`config.mk`:
```
export PLATFORM = sky130hd
export DESIGN_NAME = aspb_top
export DESIGN_NICKNAME = d
export VERILOG_FILES = /design/src/logic/aspb_pkg.sv /design/src/logic/aspb_top.sv
export SDC_FILE = /design/constraint.sdc
export NUM_CORES = 1
export LEC_CHECK = 0
export BUFFER_PORTS_ARGS = -buffer_cell sky130_fd_sc_hd__buf_4
export CORE_UTILIZATION = 51
export CTS_BUF_LIST = sky130_fd_sc_hd__clkbuf_4
export DETAILED_ROUTE_END_ITERATION = 16
export PLACE_DENSITY_LB_ADDON = 0.25
export SYNTH_ARGS = -nofsm -noshare
export SYNTH_HDL_FRONTEND = slang
export SYNTH_SLANG_ARGS = --single-unit
```
`constraint.sdc`:
```
create_clock -name core_clk -period 3.75 [get_ports core_clk]
set_input_delay 0.75 -clock core_clk [delete_from_list [all_inputs] [get_ports core_clk]]
set_output_delay 0.75 -clock core_clk [all_outputs]
set_load 0.1 [all_outputs]
```
`src/logic/aspb_pkg.sv`:
```
`default_nettype none
package aspb_pkg;
	localparam int unsigned ADDR_W = 20;

	localparam logic [19:0] OFF_P1_INT  = 20'h40000;
	localparam logic [19:0] OFF_P1_CTRL = 20'h40e00;
	localparam logic [19:0] OFF_P1_AUX  = 20'h40e04;
	localparam logic [19:0] OFF_P1_RATE = 20'h40e08;
	localparam logic [19:0] OFF_P1_DATA = 20'h40e0c;
	localparam logic [19:0] OFF_P2_CTRL = 20'h40e10;
	localparam logic [19:0] OFF_P2_AUX  = 20'h40e14;
	localparam logic [19:0] OFF_P2_RATE = 20'h40e18;
	localparam logic [19:0] OFF_P2_DATA = 20'h40e1c;
	localparam logic [19:0] OFF_P2_INT  = 20'h40e20;

	// control word zero status bits
	localparam int unsigned B_OVR   = 23;
	localparam int unsigned B_NOISE = 22;
	localparam int unsigned B_FRM   = 21;
	localparam int unsigned B_PAR   = 20;
	localparam int unsigned B_XACT  = 19;
	localparam int unsigned B_XBF   = 18;
	localparam int unsigned B_RACT  = 17;
	localparam int unsigned B_RBF   = 16;
	// interrupt control word bits
	localparam int unsigned B_XIE = 19;
	localparam int unsigned B_RIE = 18;
	localparam int unsigned B_XIR = 11;
	localparam int unsigned B_RIR = 10;
	localparam int unsigned B_XIF = 3;
	localparam int unsigned B_RIF = 2;
	// auxiliary control bits, then the transmit data position in the data word
	localparam int unsigned B_WAKE = 2;
	localparam int unsigned B_PEN  = 1;
	localparam int unsigned B_ODD  = 0;
	localparam int unsigned B_TXD  = 16;

	localparam logic [7:0]  CTRL0_RST = 8'h60;
	localparam logic [15:0] RATE_RST  = 16'h0000;
	localparam logic [3:0]  MAX_BITS  = 4'h9;
	localparam logic [3:0]  BASE_BITS = 4'h6;
	// each bit is four divider ticks; start is checked at two
	localparam logic [1:0]  TICK_LAST = 2'h3;
	localparam logic [1:0]  TICK_HALF = 2'h1;

	typedef enum logic [2:0] {PH_IDLE, PH_START, PH_DATA, PH_PAR, PH_STOP}
		aspb_ph_e;

	typedef struct packed {
		logic [1:0]  stop_len;
		logic [1:0]  data_len;
		logic        rcv_irq_style;
		logic        rcv_en;
		logic        xmt_irq_style;
		logic        xmt_en;
		logic        parity_enable;
		logic        odd_parity_select;
		logic        rcv_wake_enable;
		logic [15:0] divisor;
	} aspb_cfg_s;

	typedef struct packed {
		logic       overrun_error;
		logic       noise_error;
		logic       framing_error;
		logic       parity_error;
		logic       xmt_active;
		logic       xmt_buffer_full;
		logic       rcv_active;
		logic       rcv_buffer_full;
		logic       xmt_irq_flag;
		logic       rcv_irq_flag;
		logic       rcv_done;
		logic [8:0] rcv_data;
	} aspb_stat_s;
endpackage
`default_nettype wire

```
`src/logic/aspb_top.sv`:
```
// How it works
// - a read of the data word empties the receive buffer unless a frame completes in that cycle
// - receive enable clear: flag sets, request stays low
// - receive enable set: flag and request both rise, vector taken
// - clearing the receive flag drops its request at once
// - transmit write sets buffer full; move to shifter clears it
// - word waits in buffer while shifter still sends
// - write to a full transmit buffer overwrites the held word
// - transmit style zero: flag is inverse of buffer full
// - transmit style one: flag set after stop, cleared by software
// - receiver busy half a bit after start; buffer full stays low
// - at stop: busy clears, buffer full and receive flag set
// - receive style zero: flag clear needs a data read first
// - receive style one: flag clears directly by software
// - wake enable: first frame in sleep wakes chip, raises flag
// - overrun, noise, framing, parity at bits 23 to 20
// - port one on vector zero, port two on vector seven
// - bit rate is clock over four times divisor plus one
// - parity odd when select is one, even otherwise; checked
`timescale 1ns/1ps
`default_nettype none

module aspb_chan (
	input  wire logic               core_clk,
	input  wire logic               rst_n,
	input  wire aspb_pkg::aspb_cfg_s cfg,
	input  wire logic               tx_wr,
	input  wire logic [8:0]         tx_wdata,
	input  wire logic               rx_rd,
	input  wire logic [3:0]         err_clr,
	input  wire logic               rif_clr,
	input  wire logic               xif_clr,
	input  wire logic               rxd,
	output aspb_pkg::aspb_stat_s    stat,
	output logic                    txd
);
	aspb_pkg::aspb_ph_e tx_ph_r, rx_ph_r;
	logic [15:0] tx_div_r, rx_div_r;
	logic [1:0]  tx_q_r, rx_q_r;
	logic [2:0]  tx_stop_r;
	logic [3:0]  tx_bit_r, rx_bit_r;
	logic [8:0]  tx_sh_r, tx_buf_r, rx_sh_r, rx_buf_r;
	logic        tx_par_r, rx_par_r, rx_prev_r, rx_mid_r;
	logic        xbf_r, xif_r, rbf_r, rif_r, ract_r, rd_seen_r, done_r;
	logic        ovr_r, noise_r, frm_r, parity_error_r, txd_r;
	logic [3:0]  nbits;
	logic [2:0]  stop_last;
	logic        tx_tick, rx_tick, tx_bit_end, rx_center, tx_load;

	// parity eats one of the data-length slots
	assign nbits     = aspb_pkg::BASE_BITS + {2'h0, cfg.data_len}
	                   - {3'h0, cfg.parity_enable};
	// stop period in ticks: 2, 4, 6 or 8 for 0.5 .. 2 bits
	assign stop_last = {cfg.stop_len, 1'b1};
	assign tx_tick    = (tx_div_r == cfg.divisor);
	assign rx_tick    = (rx_div_r == cfg.divisor);
	assign tx_bit_end = tx_tick && (tx_q_r == aspb_pkg::TICK_LAST);
	assign rx_center  = rx_tick && (rx_q_r == aspb_pkg::TICK_LAST);
	assign tx_load    = (tx_ph_r == aspb_pkg::PH_IDLE) && xbf_r
	                    && cfg.xmt_en;

	// divider restarts with each frame so the start bit is full length
	always_ff @(posedge core_clk or negedge rst_n) begin
		if (!rst_n) begin
			tx_div_r <= 16'h0000;
			tx_q_r   <= 2'h0;
		end else if (tx_load || tx_tick) begin
			tx_div_r <= 16'h0000;
			tx_q_r   <= tx_load ? 2'h0 : tx_q_r + 2'h1;
		end else begin
			tx_div_r <= tx_div_r + 16'h0001;
		end
	end

	always_ff @(posedge core_clk or negedge rst_n) begin
		if (!rst_n) begin
			xbf_r    <= 1'b0;
			tx_buf_r <= 9'h000;
		end else if (tx_wr) begin
			xbf_r    <= 1'b1;
			tx_buf_r <= tx_wdata;
		end else if (tx_load) begin
			xbf_r    <= 1'b0;
		end
	end

	always_ff @(posedge core_clk or negedge rst_n) begin
		if (!rst_n) begin
			tx_ph_r   <= aspb_pkg::PH_IDLE;
			tx_sh_r   <= 9'h000;
			tx_bit_r  <= 4'h0;
			tx_par_r  <= 1'b0;
			tx_stop_r <= 3'h0;
			txd_r     <= 1'b1;
		end else begin
			case (tx_ph_r)
			aspb_pkg::PH_IDLE: begin
				if (tx_load) begin
					tx_sh_r  <= tx_buf_r;
					txd_r    <= 1'b0;
					tx_ph_r  <= aspb_pkg::PH_START;
				end
			end
			aspb_pkg::PH_START: begin
				if (tx_bit_end) begin
					txd_r    <= tx_sh_r[0];
					tx_par_r <= tx_sh_r[0];
					tx_sh_r  <= tx_sh_r >> 1;
					tx_bit_r <= 4'h0;
					tx_ph_r  <= aspb_pkg::PH_DATA;
				end
			end
			aspb_pkg::PH_DATA: begin
				if (tx_bit_end) begin
					if (tx_bit_r == nbits - 4'h1) begin
						tx_stop_r <= 3'h0;
						if (cfg.parity_enable) begin
							txd_r   <= tx_par_r ^ cfg.odd_parity_select;
							tx_ph_r <= aspb_pkg::PH_PAR;
						end else begin
							txd_r   <= 1'b1;
							tx_ph_r <= aspb_pkg::PH_STOP;
						end
					end else begin
						txd_r    <= tx_sh_r[0];
						tx_par_r <= tx_par_r ^ tx_sh_r[0];
						tx_sh_r  <= tx_sh_r >> 1;
						tx_bit_r <= tx_bit_r + 4'h1;
					end
				end
			end
			aspb_pkg::PH_PAR: begin
				if (tx_bit_end) begin
					txd_r   <= 1'b1;
					tx_ph_r <= aspb_pkg::PH_STOP;
				end
			end
			aspb_pkg::PH_STOP: begin
				if (tx_tick) begin
					tx_stop_r <= tx_stop_r + 3'h1;
					if (tx_stop_r == stop_last)
						tx_ph_r <= aspb_pkg::PH_IDLE;
				end
			end
			default: tx_ph_r <= aspb_pkg::PH_IDLE;
			endcase
		end
	end

	// style one flag; set wins over a clear in the same cycle
	always_ff @(posedge core_clk or negedge rst_n) begin
		if (!rst_n)
			xif_r <= 1'b0;
		else if (tx_ph_r == aspb_pkg::PH_STOP && tx_tick
		         && tx_stop_r == stop_last)
			xif_r <= 1'b1;
		else if (xif_clr)
			xif_r <= 1'b0;
	end

	always_ff @(posedge core_clk or negedge rst_n) begin
		if (!rst_n) begin
			rx_div_r <= 16'h0000;
			rx_q_r   <= 2'h0;
		end else if (rx_ph_r == aspb_pkg::PH_IDLE) begin
			rx_div_r <= 16'h0000;
			rx_q_r   <= 2'h0;
		end else if (rx_tick) begin
			rx_div_r <= 16'h0000;
			rx_q_r   <= (rx_ph_r == aspb_pkg::PH_START
			             && rx_q_r == aspb_pkg::TICK_HALF)
			            ? 2'h0 : rx_q_r + 2'h1;
		end else begin
			rx_div_r <= rx_div_r + 16'h0001;
		end
	end

	always_ff @(posedge core_clk or negedge rst_n) begin
		if (!rst_n) begin
			rx_ph_r   <= aspb_pkg::PH_IDLE;
			rx_prev_r <= 1'b1;
			rx_mid_r  <= 1'b1;
			rx_sh_r   <= 9'h000;
			rx_bit_r  <= 4'h0;
			rx_par_r  <= 1'b0;
			ract_r    <= 1'b0;
			done_r    <= 1'b0;
		end else begin
			rx_prev_r <= rxd;
			done_r    <= 1'b0;
			if (rx_tick && rx_q_r == 2'h2)
				rx_mid_r <= rxd;
			case (rx_ph_r)
			aspb_pkg::PH_IDLE: begin
				if (cfg.rcv_en && rx_prev_r && !rxd)
					rx_ph_r <= aspb_pkg::PH_START;
			end
			aspb_pkg::PH_START: begin
				if (rx_tick && rx_q_r == aspb_pkg::TICK_HALF) begin
					if (!rxd) begin
						ract_r   <= 1'b1;
						rx_bit_r <= 4'h0;
						rx_par_r <= 1'b0;
						rx_ph_r  <= aspb_pkg::PH_DATA;
					end else begin
						rx_ph_r  <= aspb_pkg::PH_IDLE;
					end
				end
			end
			aspb_pkg::PH_DATA: begin
				if (rx_center) begin
					rx_sh_r  <= {rxd, rx_sh_r[8:1]};
					rx_par_r <= rx_par_r ^ rxd;
					rx_bit_r <= rx_bit_r + 4'h1;
					if (rx_bit_r == nbits - 4'h1)
						rx_ph_r <= cfg.parity_enable ? aspb_pkg::PH_PAR
						                             : aspb_pkg::PH_STOP;
				end
			end
			aspb_pkg::PH_PAR: begin
				if (rx_center)
					rx_ph_r <= aspb_pkg::PH_STOP;
			end
			aspb_pkg::PH_STOP: begin
				if (rx_center) begin
					ract_r  <= 1'b0;
					done_r  <= 1'b1;
					rx_ph_r <= aspb_pkg::PH_IDLE;
				end
			end
			default: rx_ph_r <= aspb_pkg::PH_IDLE;
			endcase
		end
	end

	logic stop_hit, par_hit, data_hit;
	assign stop_hit = rx_center && rx_ph_r == aspb_pkg::PH_STOP;
	assign par_hit  = rx_center && rx_ph_r == aspb_pkg::PH_PAR;
	assign data_hit = rx_center && rx_ph_r == aspb_pkg::PH_DATA;

	// buffer and flags; a completing frame beats a same-cycle read
	always_ff @(posedge core_clk or negedge rst_n) begin
		if (!rst_n) begin
			rbf_r     <= 1'b0;
			rx_buf_r  <= 9'h000;
			rif_r     <= 1'b0;
			rd_seen_r <= 1'b0;
		end else begin
			if (stop_hit) begin
				rbf_r     <= 1'b1;
				rif_r     <= 1'b1;
				rd_seen_r <= 1'b0;
				rx_buf_r  <= rx_sh_r >> (aspb_pkg::MAX_BITS - nbits);
			end else begin
				if (rx_rd) begin
					rbf_r     <= 1'b0;
					rd_seen_r <= 1'b1;
				end
				if (rif_clr && (cfg.rcv_irq_style || rd_seen_r))
					rif_r <= 1'b0;
			end
		end
	end

	// error bits clear where software writes zero; a new error wins
	always_ff @(posedge core_clk or negedge rst_n) begin
		if (!rst_n) begin
			ovr_r   <= 1'b0;
			noise_r <= 1'b0;
			frm_r   <= 1'b0;
			parity_error_r  <= 1'b0;
		end else begin
			if (stop_hit && rbf_r && !rx_rd)
				ovr_r <= 1'b1;
			else if (err_clr[3])
				ovr_r <= 1'b0;
			if ((data_hit || par_hit || stop_hit) && rxd != rx_mid_r)
				noise_r <= 1'b1;
			else if (err_clr[2])
				noise_r <= 1'b0;
			if (stop_hit && !rxd)
				frm_r <= 1'b1;
			else if (err_clr[1])
				frm_r <= 1'b0;
			if (par_hit && rxd != (rx_par_r ^ cfg.odd_parity_select))
				parity_error_r <= 1'b1;
			else if (err_clr[0])
				parity_error_r <= 1'b0;
		end
	end

	assign txd = txd_r;
	always_comb begin
		stat.overrun_error   = ovr_r;
		stat.noise_error     = noise_r;
		stat.framing_error   = frm_r;
		stat.parity_error    = parity_error_r;
		stat.xmt_active      = (tx_ph_r != aspb_pkg::PH_IDLE);
		stat.xmt_buffer_full = xbf_r;
		stat.rcv_active      = ract_r;
		stat.rcv_buffer_full = rbf_r;
		stat.xmt_irq_flag    = cfg.xmt_irq_style ? xif_r : !xbf_r;
		stat.rcv_irq_flag    = rif_r;
		stat.rcv_done        = done_r;
		stat.rcv_data        = rx_buf_r;
	end
endmodule

module aspb_top (
	input  wire logic        core_clk,
	input  wire logic        rst_n,
	input  wire logic        psel,
	input  wire logic        penable,
	input  wire logic        pwrite,
	input  wire logic [19:0] paddr,
	input  wire logic [31:0] pwdata,
	output logic             pready,
	output logic [31:0]      prdata,
	output logic             pslverr,
	input  wire logic        rxd1,
	output logic             txd1,
	input  wire logic        rxd2,
	output logic             txd2,
	input  wire logic        sleep_mode,
	output logic             wake_req,
	output logic             vector_zero,
	output logic             vector_seven
);
	aspb_pkg::aspb_cfg_s  cfg1_r, cfg2_r;
	aspb_pkg::aspb_stat_s st1, st2;
	logic xie1_r, rie1_r, xie2_r, rie2_r;
	logic pready_r, pslverr_r, wake_r, vz_r, vs_r;
	logic [31:0] prdata_r, rd_mux;
	logic acc, wr, rd, hit;
	logic txd1_i, txd2_i, txd1_r, txd2_r;

	// read answer is built in the first access cycle, given in the second
	assign acc = psel && penable && pready_r;
	assign wr  = acc && pwrite;
	assign rd  = acc && !pwrite;

	function automatic logic [31:0] ctrl_word(aspb_pkg::aspb_cfg_s c,
	                                          aspb_pkg::aspb_stat_s s);
		ctrl_word = {8'h00, s.overrun_error, s.noise_error,
		             s.framing_error, s.parity_error, s.xmt_active,
		             s.xmt_buffer_full, s.rcv_active, s.rcv_buffer_full,
		             8'h00, c.stop_len, c.data_len, c.rcv_irq_style,
		             c.rcv_en, c.xmt_irq_style, c.xmt_en};
	endfunction

	function automatic logic [31:0] int_word(logic xie, logic rie,
	                                         aspb_pkg::aspb_stat_s s);
		int_word = 32'h00000000;
		int_word[aspb_pkg::B_XIE] = xie;
		int_word[aspb_pkg::B_RIE] = rie;
		int_word[aspb_pkg::B_XIR] = xie && s.xmt_irq_flag;
		int_word[aspb_pkg::B_RIR] = rie && s.rcv_irq_flag;
		int_word[aspb_pkg::B_XIF] = s.xmt_irq_flag;
		int_word[aspb_pkg::B_RIF] = s.rcv_irq_flag;
	endfunction

	function automatic logic [31:0] aux_word(aspb_pkg::aspb_cfg_s c);
		aux_word = {29'h00000000, c.rcv_wake_enable, c.parity_enable,
		            c.odd_parity_select};
	endfunction

	always_comb begin
		hit = 1'b1;
		case (paddr)
		aspb_pkg::OFF_P1_INT:  rd_mux = int_word(xie1_r, rie1_r, st1);
		aspb_pkg::OFF_P1_CTRL: rd_mux = ctrl_word(cfg1_r, st1);
		aspb_pkg::OFF_P1_AUX:  rd_mux = aux_word(cfg1_r);
		aspb_pkg::OFF_P1_RATE: rd_mux = {16'h0000, cfg1_r.divisor};
		aspb_pkg::OFF_P1_DATA: rd_mux = {23'h000000, st1.rcv_data};
		aspb_pkg::OFF_P2_CTRL: rd_mux = ctrl_word(cfg2_r, st2);
		aspb_pkg::OFF_P2_AUX:  rd_mux = aux_word(cfg2_r);
		aspb_pkg::OFF_P2_RATE: rd_mux = {16'h0000, cfg2_r.divisor};
		aspb_pkg::OFF_P2_DATA: rd_mux = {23'h000000, st2.rcv_data};
		aspb_pkg::OFF_P2_INT:  rd_mux = int_word(xie2_r, rie2_r, st2);
		default: begin
			rd_mux = 32'h00000000;
			hit    = 1'b0;
		end
		endcase
	end

	always_ff @(posedge core_clk or negedge rst_n) begin
		if (!rst_n) begin
			pready_r  <= 1'b0;
			pslverr_r <= 1'b0;
			prdata_r  <= 32'h00000000;
		end else begin
			pready_r  <= psel && penable && !pready_r;
			pslverr_r <= psel && penable && !pready_r && !hit;
			prdata_r  <= (psel && penable && !pready_r && !pwrite)
			             ? rd_mux : 32'h00000000;
		end
	end

	function automatic aspb_pkg::aspb_cfg_s cfg_rst();
		cfg_rst = '0;
		{cfg_rst.stop_len, cfg_rst.data_len} = aspb_pkg::CTRL0_RST[7:4];
		cfg_rst.divisor = aspb_pkg::RATE_RST;
	endfunction

	// software owns setup order; hardware takes each field as written
	function automatic aspb_pkg::aspb_cfg_s cfg_upd(
		aspb_pkg::aspb_cfg_s c, logic [1:0] sel, logic [31:0] d);
		cfg_upd = c;
		case (sel)
		2'h0: {cfg_upd.stop_len, cfg_upd.data_len, cfg_upd.rcv_irq_style,
		       cfg_upd.rcv_en, cfg_upd.xmt_irq_style, cfg_upd.xmt_en}
		      = d[7:0];
		2'h1: begin
			cfg_upd.rcv_wake_enable   = d[aspb_pkg::B_WAKE];
			cfg_upd.parity_enable     = d[aspb_pkg::B_PEN];
			cfg_upd.odd_parity_select = d[aspb_pkg::B_ODD];
		end
		2'h2: cfg_upd.divisor = d[15:0];
		default: cfg_upd = c;
		endcase
	endfunction

	always_ff @(posedge core_clk or negedge rst_n) begin
		if (!rst_n) begin
			cfg1_r <= cfg_rst();
			cfg2_r <= cfg_rst();
		end else if (wr && paddr[19:5] == aspb_pkg::OFF_P1_CTRL[19:5]
		             && paddr[1:0] == 2'h0 && paddr[3:2] != 2'h3) begin
			if (paddr[4])
				cfg2_r <= cfg_upd(cfg2_r, paddr[3:2], pwdata);
			else
				cfg1_r <= cfg_upd(cfg1_r, paddr[3:2], pwdata);
		end
	end

	always_ff @(posedge core_clk or negedge rst_n) begin
		if (!rst_n) begin
			xie1_r <= 1'b0;
			rie1_r <= 1'b0;
			xie2_r <= 1'b0;
			rie2_r <= 1'b0;
		end else if (wr && paddr == aspb_pkg::OFF_P1_INT) begin
			xie1_r <= pwdata[aspb_pkg::B_XIE];
			rie1_r <= pwdata[aspb_pkg::B_RIE];
		end else if (wr && paddr == aspb_pkg::OFF_P2_INT) begin
			xie2_r <= pwdata[aspb_pkg::B_XIE];
			rie2_r <= pwdata[aspb_pkg::B_RIE];
		end
	end

	logic wr_i1, wr_i2, wr_c1, wr_c2;
	assign wr_i1 = wr && paddr == aspb_pkg::OFF_P1_INT;
	assign wr_i2 = wr && paddr == aspb_pkg::OFF_P2_INT;
	assign wr_c1 = wr && paddr == aspb_pkg::OFF_P1_CTRL;
	assign wr_c2 = wr && paddr == aspb_pkg::OFF_P2_CTRL;

	aspb_chan u_port1 (
		.core_clk (core_clk),
		.rst_n    (rst_n),
		.cfg      (cfg1_r),
		.tx_wr    (wr && paddr == aspb_pkg::OFF_P1_DATA),
		.tx_wdata (pwdata[aspb_pkg::B_TXD +: 9]),
		.rx_rd    (rd && paddr == aspb_pkg::OFF_P1_DATA),
		.err_clr  ({4{wr_c1}} & ~pwdata[23:20]),
		.rif_clr  (wr_i1 && !pwdata[aspb_pkg::B_RIF]),
		.xif_clr  (wr_i1 && !pwdata[aspb_pkg::B_XIF]),
		.rxd      (rxd1),
		.stat     (st1),
		.txd      (txd1_i)
	);

	aspb_chan u_port2 (
		.core_clk (core_clk),
		.rst_n    (rst_n),
		.cfg      (cfg2_r),
		.tx_wr    (wr && paddr == aspb_pkg::OFF_P2_DATA),
		.tx_wdata (pwdata[aspb_pkg::B_TXD +: 9]),
		.rx_rd    (rd && paddr == aspb_pkg::OFF_P2_DATA),
		.err_clr  ({4{wr_c2}} & ~pwdata[23:20]),
		.rif_clr  (wr_i2 && !pwdata[aspb_pkg::B_RIF]),
		.xif_clr  (wr_i2 && !pwdata[aspb_pkg::B_XIF]),
		.rxd      (rxd2),
		.stat     (st2),
		.txd      (txd2_i)
	);

	// requests are flag and enable together, so a cleared flag drops it
	always_ff @(posedge core_clk or negedge rst_n) begin
		if (!rst_n) begin
			vz_r   <= 1'b0;
			vs_r   <= 1'b0;
			wake_r <= 1'b0;
			txd1_r <= 1'b1;
			txd2_r <= 1'b1;
		end else begin
			vz_r <= (rie1_r && st1.rcv_irq_flag)
			        || (xie1_r && st1.xmt_irq_flag);
			vs_r <= (rie2_r && st2.rcv_irq_flag)
			        || (xie2_r && st2.xmt_irq_flag);
			// first frame in sleep wakes the chip and is still buffered; its data stays readable
			if (!sleep_mode)
				wake_r <= 1'b0;
			else if ((st1.rcv_done && cfg1_r.rcv_wake_enable)
			         || (st2.rcv_done && cfg2_r.rcv_wake_enable))
				wake_r <= 1'b1;
			txd1_r <= txd1_i;
			txd2_r <= txd2_i;
		end
	end

	assign pready       = pready_r;
	assign pslverr      = pslverr_r;
	assign prdata       = prdata_r;
	assign vector_zero  = vz_r;
	assign vector_seven = vs_r;
	assign wake_req     = wake_r;
	assign txd1         = txd1_r;
	assign txd2         = txd2_r;
endmodule
`default_nettype wire

```
==> flow_summary.ini <==
[status]
status = complete, no violations

[yosys]
ys_types = 85
yosysWarnings = 0
synthSimpleGateAreaFrac_pct = 15.78
synth_compound_area_share_pct = 8.953
synth_fa_ha_area_share_pct = 1.783
synthXorXnorAreaFrac_pct = 8.718
muxShareOfSynthArea_pct = 13.07
avgSynthCellArea_um2 = 10.76
ys_ff_latch = 299
async_reset_ff_share_pct = 100.0
synthCells = 1435
synth_top_family_by_area = simple AND/OR/NAND/NOR gates
synth_edf_count = 0
synthFlopType = dfrtp_1
ys_seq_area_share_pct = 48.55
syn_area_um2 = 15440

[drt]
avgViaCountPerCell = 5.607
route.vias.total = 11280
drt-initial-drc-count = 808
drc = 0
dr.pass1.iters = 6
postRouteAntennaNets = 0
drt-total-wl_um = 36650
wl_per_cell_um = 18.23

[grt]
grt-ovfl-total = 0
grtUsageTotal_pct = 24.40
grt_pass1_vias = 11110
grt_max_degree = 103
antenna_found_initial = 2
grt_pass1_wl_um = 58930

[pwr]
pwr-share-seq_pct = 50.2
p_sw_share_pct = 24.67
combPwrFrac_pct = 4.6
p_sw_uw = 1597
ir_drop_uv = 319.0
pwr-share-clk_pct = 45.2
p_int_uw = 4877
p_leak_uw = 0.007950
power_density_nw_per_um2 = 370.5

[setup_path]
path_class = flip-flop to flip-flop
max_stage_delay_ps = 530
rrSetupSlack_ps = 400
path_cells = inv_1 -> ha_1 -> ha_1 -> inv_1 -> ha_1 -> xor2_1 -> nand2_1 -> nor4bb_1 -> a2111oi_0 -> a2111o_1 -> o32ai_1
crit_arrival_ps = 3930
worstSetupEndpointType = flip-flop
cp_max_fo = 11
crit_slowest_cell = ha_1
cp_num_buf_inv = 2
crit_path_frequent_cell = ha_1
worstSetupStartpointType = flip-flop
cp.required_ps = 4330
crit_family = adder cells

[hold_path]
hold_class = input port to asynchronous set/reset pin

[sta]
finalHoldViolations = 0
clock_skew_ps = 40.04
tightestPinTransition_ps = 874.0
fin_hold_ws_ps = 26.51
slew_headroom_pct = 41.73
fin_crit_sh_pct = 89.29
fin_crit_ps = 3348
rsz0062_at_grt = false
worst_slack_ps = 401.6
timing.fmax_mhz = 298.6
setup_viol = 0
setup_tns_ps = 0
drv_slew = 0

[clock_network]
cts.clk_slew.worst_paths_ps = 70
cts_resized = 0
cts_tree = yes
hold_buffers = 0
clock-sinks = 299
htreeDepth = 3
ctsRootBufferMaster = clkbuf_4
cts_buffers = 79
clock_latency_ps = 720
clockBufferDepth = 3
post-cts-setup-buffers = 0

[placement]
place.gp.congestion = 0.8720
place_ws_ps = 461.8
port-buffer-count = 83
dp_hpwl_um = 26060

[finish]
drive_gt1_share_pct = 24.83
fill_cells = 2550
syn_to_final_growth_pct = 13.16
final_nets = 1638

[die]
start_util_pct = 51.96
die_area_um2 = 30980
die_y_um = 176.0
die-width_um = 176.0
rows = 63
top_level_ports = 99
fp.coreArea_um2 = 29720

[run]
cap_violations = 0
-- routing by layer --
metal | global-route usage (%) | wire, um | vias to the layer above
li1 | - | - | 5361
met3 | 4.996 | 2088 | 76
met4 | 9.312 | 923 | 0
met5 | 0 | 0 | -
met2 | 38.34 | 17080 | 341
met1 | 33.30 | 16560 | 5497
-- kinds of logic (layout without fill, tap and decap cells) --
logic type / after synthesis / count (layout)
other cells: 1 / 10
compound gates: 210 / 210
flops: 299 / 299
mux: 171 / 171
simple gates: 472 / 472
fa+ha+maj: 22 / 22
xor+xnor: 152 / 152
buf+inv: 108 / 285
-- sequential cells by signal, summed over array words and instances (netlist names), 9 cells and up --
signal,flops
u_port2.rx_buf_r,9
u_port1.tx_sh_r,9
u_port2.tx_buf_r,9
u_port1.tx_div_r,16
u_port2.tx_sh_r,9
cfg2_r,27
cfg1_r,27
u_port2.rx_div_r,16
u_port1.rx_sh_r,9
u_port2.rx_sh_r,9
u_port1.rx_buf_r,9
u_port1.rx_div_r,16
u_port1.tx_buf_r,9
prdata,24
u_port2.tx_div_r,16
-- through the flow --
step	util [%]	power (uW)	area, um^2	instances
6_report	58.80	6474	17470	2011
5_1_grt	58.80	6736	17470	2011
4_1_cts	58.78	6557	17470	2009
3_5_place_dp	55.31	3613	16440	1865
3_3_place_gp	55.31	3609	16440	1865
2_1_floorplan	-	3454	15470	1442
-- worst paths after layout --
kind,from,end,cells after the start
setup / recovery,cfg2_r[23],u_port2.rx_ph_r[0],11
hold reg to reg,u_port1.txd,txd1,0
min in group core_clk,rxd1,u_port1.rx_prev_r,1
setup reg to reg,cfg2_r[23],u_port2.rx_ph_r[0],11
max in group asynchronous,rst_n,u_port1.txd,2
hold / removal,rst_n,u_port2.tx_div_r[12],1
-- synthesized netlist by cell type (17+ instances only) --
cell	number	area share, %
xor2_1	59	3.3
xnor2_1	92	5.2
mux2_2	113	8.2
mux2i_1	22	1.4
nand4_1	28	1.1
mux2_1	20	1.5
nor3_1	17	0.55
nor2_1	146	3.5
and3_1	19	0.77
nand2_1	95	2.3
inv_1	36	0.88
a22oi_1	21	1.0
a21oi_1	41	1.3
nand3_1	53	1.7
clkbuf_1	38	0.92
dfrtp_1	287	47
ha_1	22	1.8
o21ai_0	61	2.0
-- placed cells by master, fill, tap and decap left out, types with 7 or more instances in the layout --
master / instances
xnor2_1: 92
mux2_4: 8
nor2_1: 146
inv_1: 36
a21oi_1: 41
and2_1: 11
nor4_1: 10
dfstp_2: 12
clkinv_1: 21
a22oi_1: 21
nor2b_1: 16
a211oi_1: 9
or3_1: 15
buf_4: 102
o21ai_0: 61
a222oi_1: 8
o31ai_1: 10
nand4_1: 28
xor2_1: 59
mux2_2: 113
nor3_1: 17
and3_1: 19
a31oi_1: 7
dfrtp_1: 287
nand3_1: 53
nand2_1: 95
mux4_2: 8
nand2b_1: 12
ha_1: 22
mux2i_1: 22
clkbuf_4: 115
conb_1: 8
mux2_1: 20
-- layout make-up --
class / count / area, um^2 / area share, %
Timing Repair Buffer: 105 / 820.8 / 4.697
Clock buffer: 115 / 863.3 / 4.941
Clock inverter: 29 / 168.9 / 0.9666
Antenna cell: 2 / 5.005 / 0.02864
Inverter: 36 / 135.1 / 0.7733
Multi-Input combinational cell: 1035 / 7496 / 42.90
Sequential cell: 299 / 7497 / 42.90
Tap cell: 390 / 488.0 / 2.792
-- power groups by stage --
stage	clock network, uW	logic [uW]	registers, uW
2_1_floorplan	0	143	3310
3_3_place_gp	0	298	3310
3_5_place_dp	0	301	3310
4_1_cts	3000	302	3250
5_1_grt	3160	329	3250
6_report	2920	299	3250
Power figures use the tool's default switching activity.
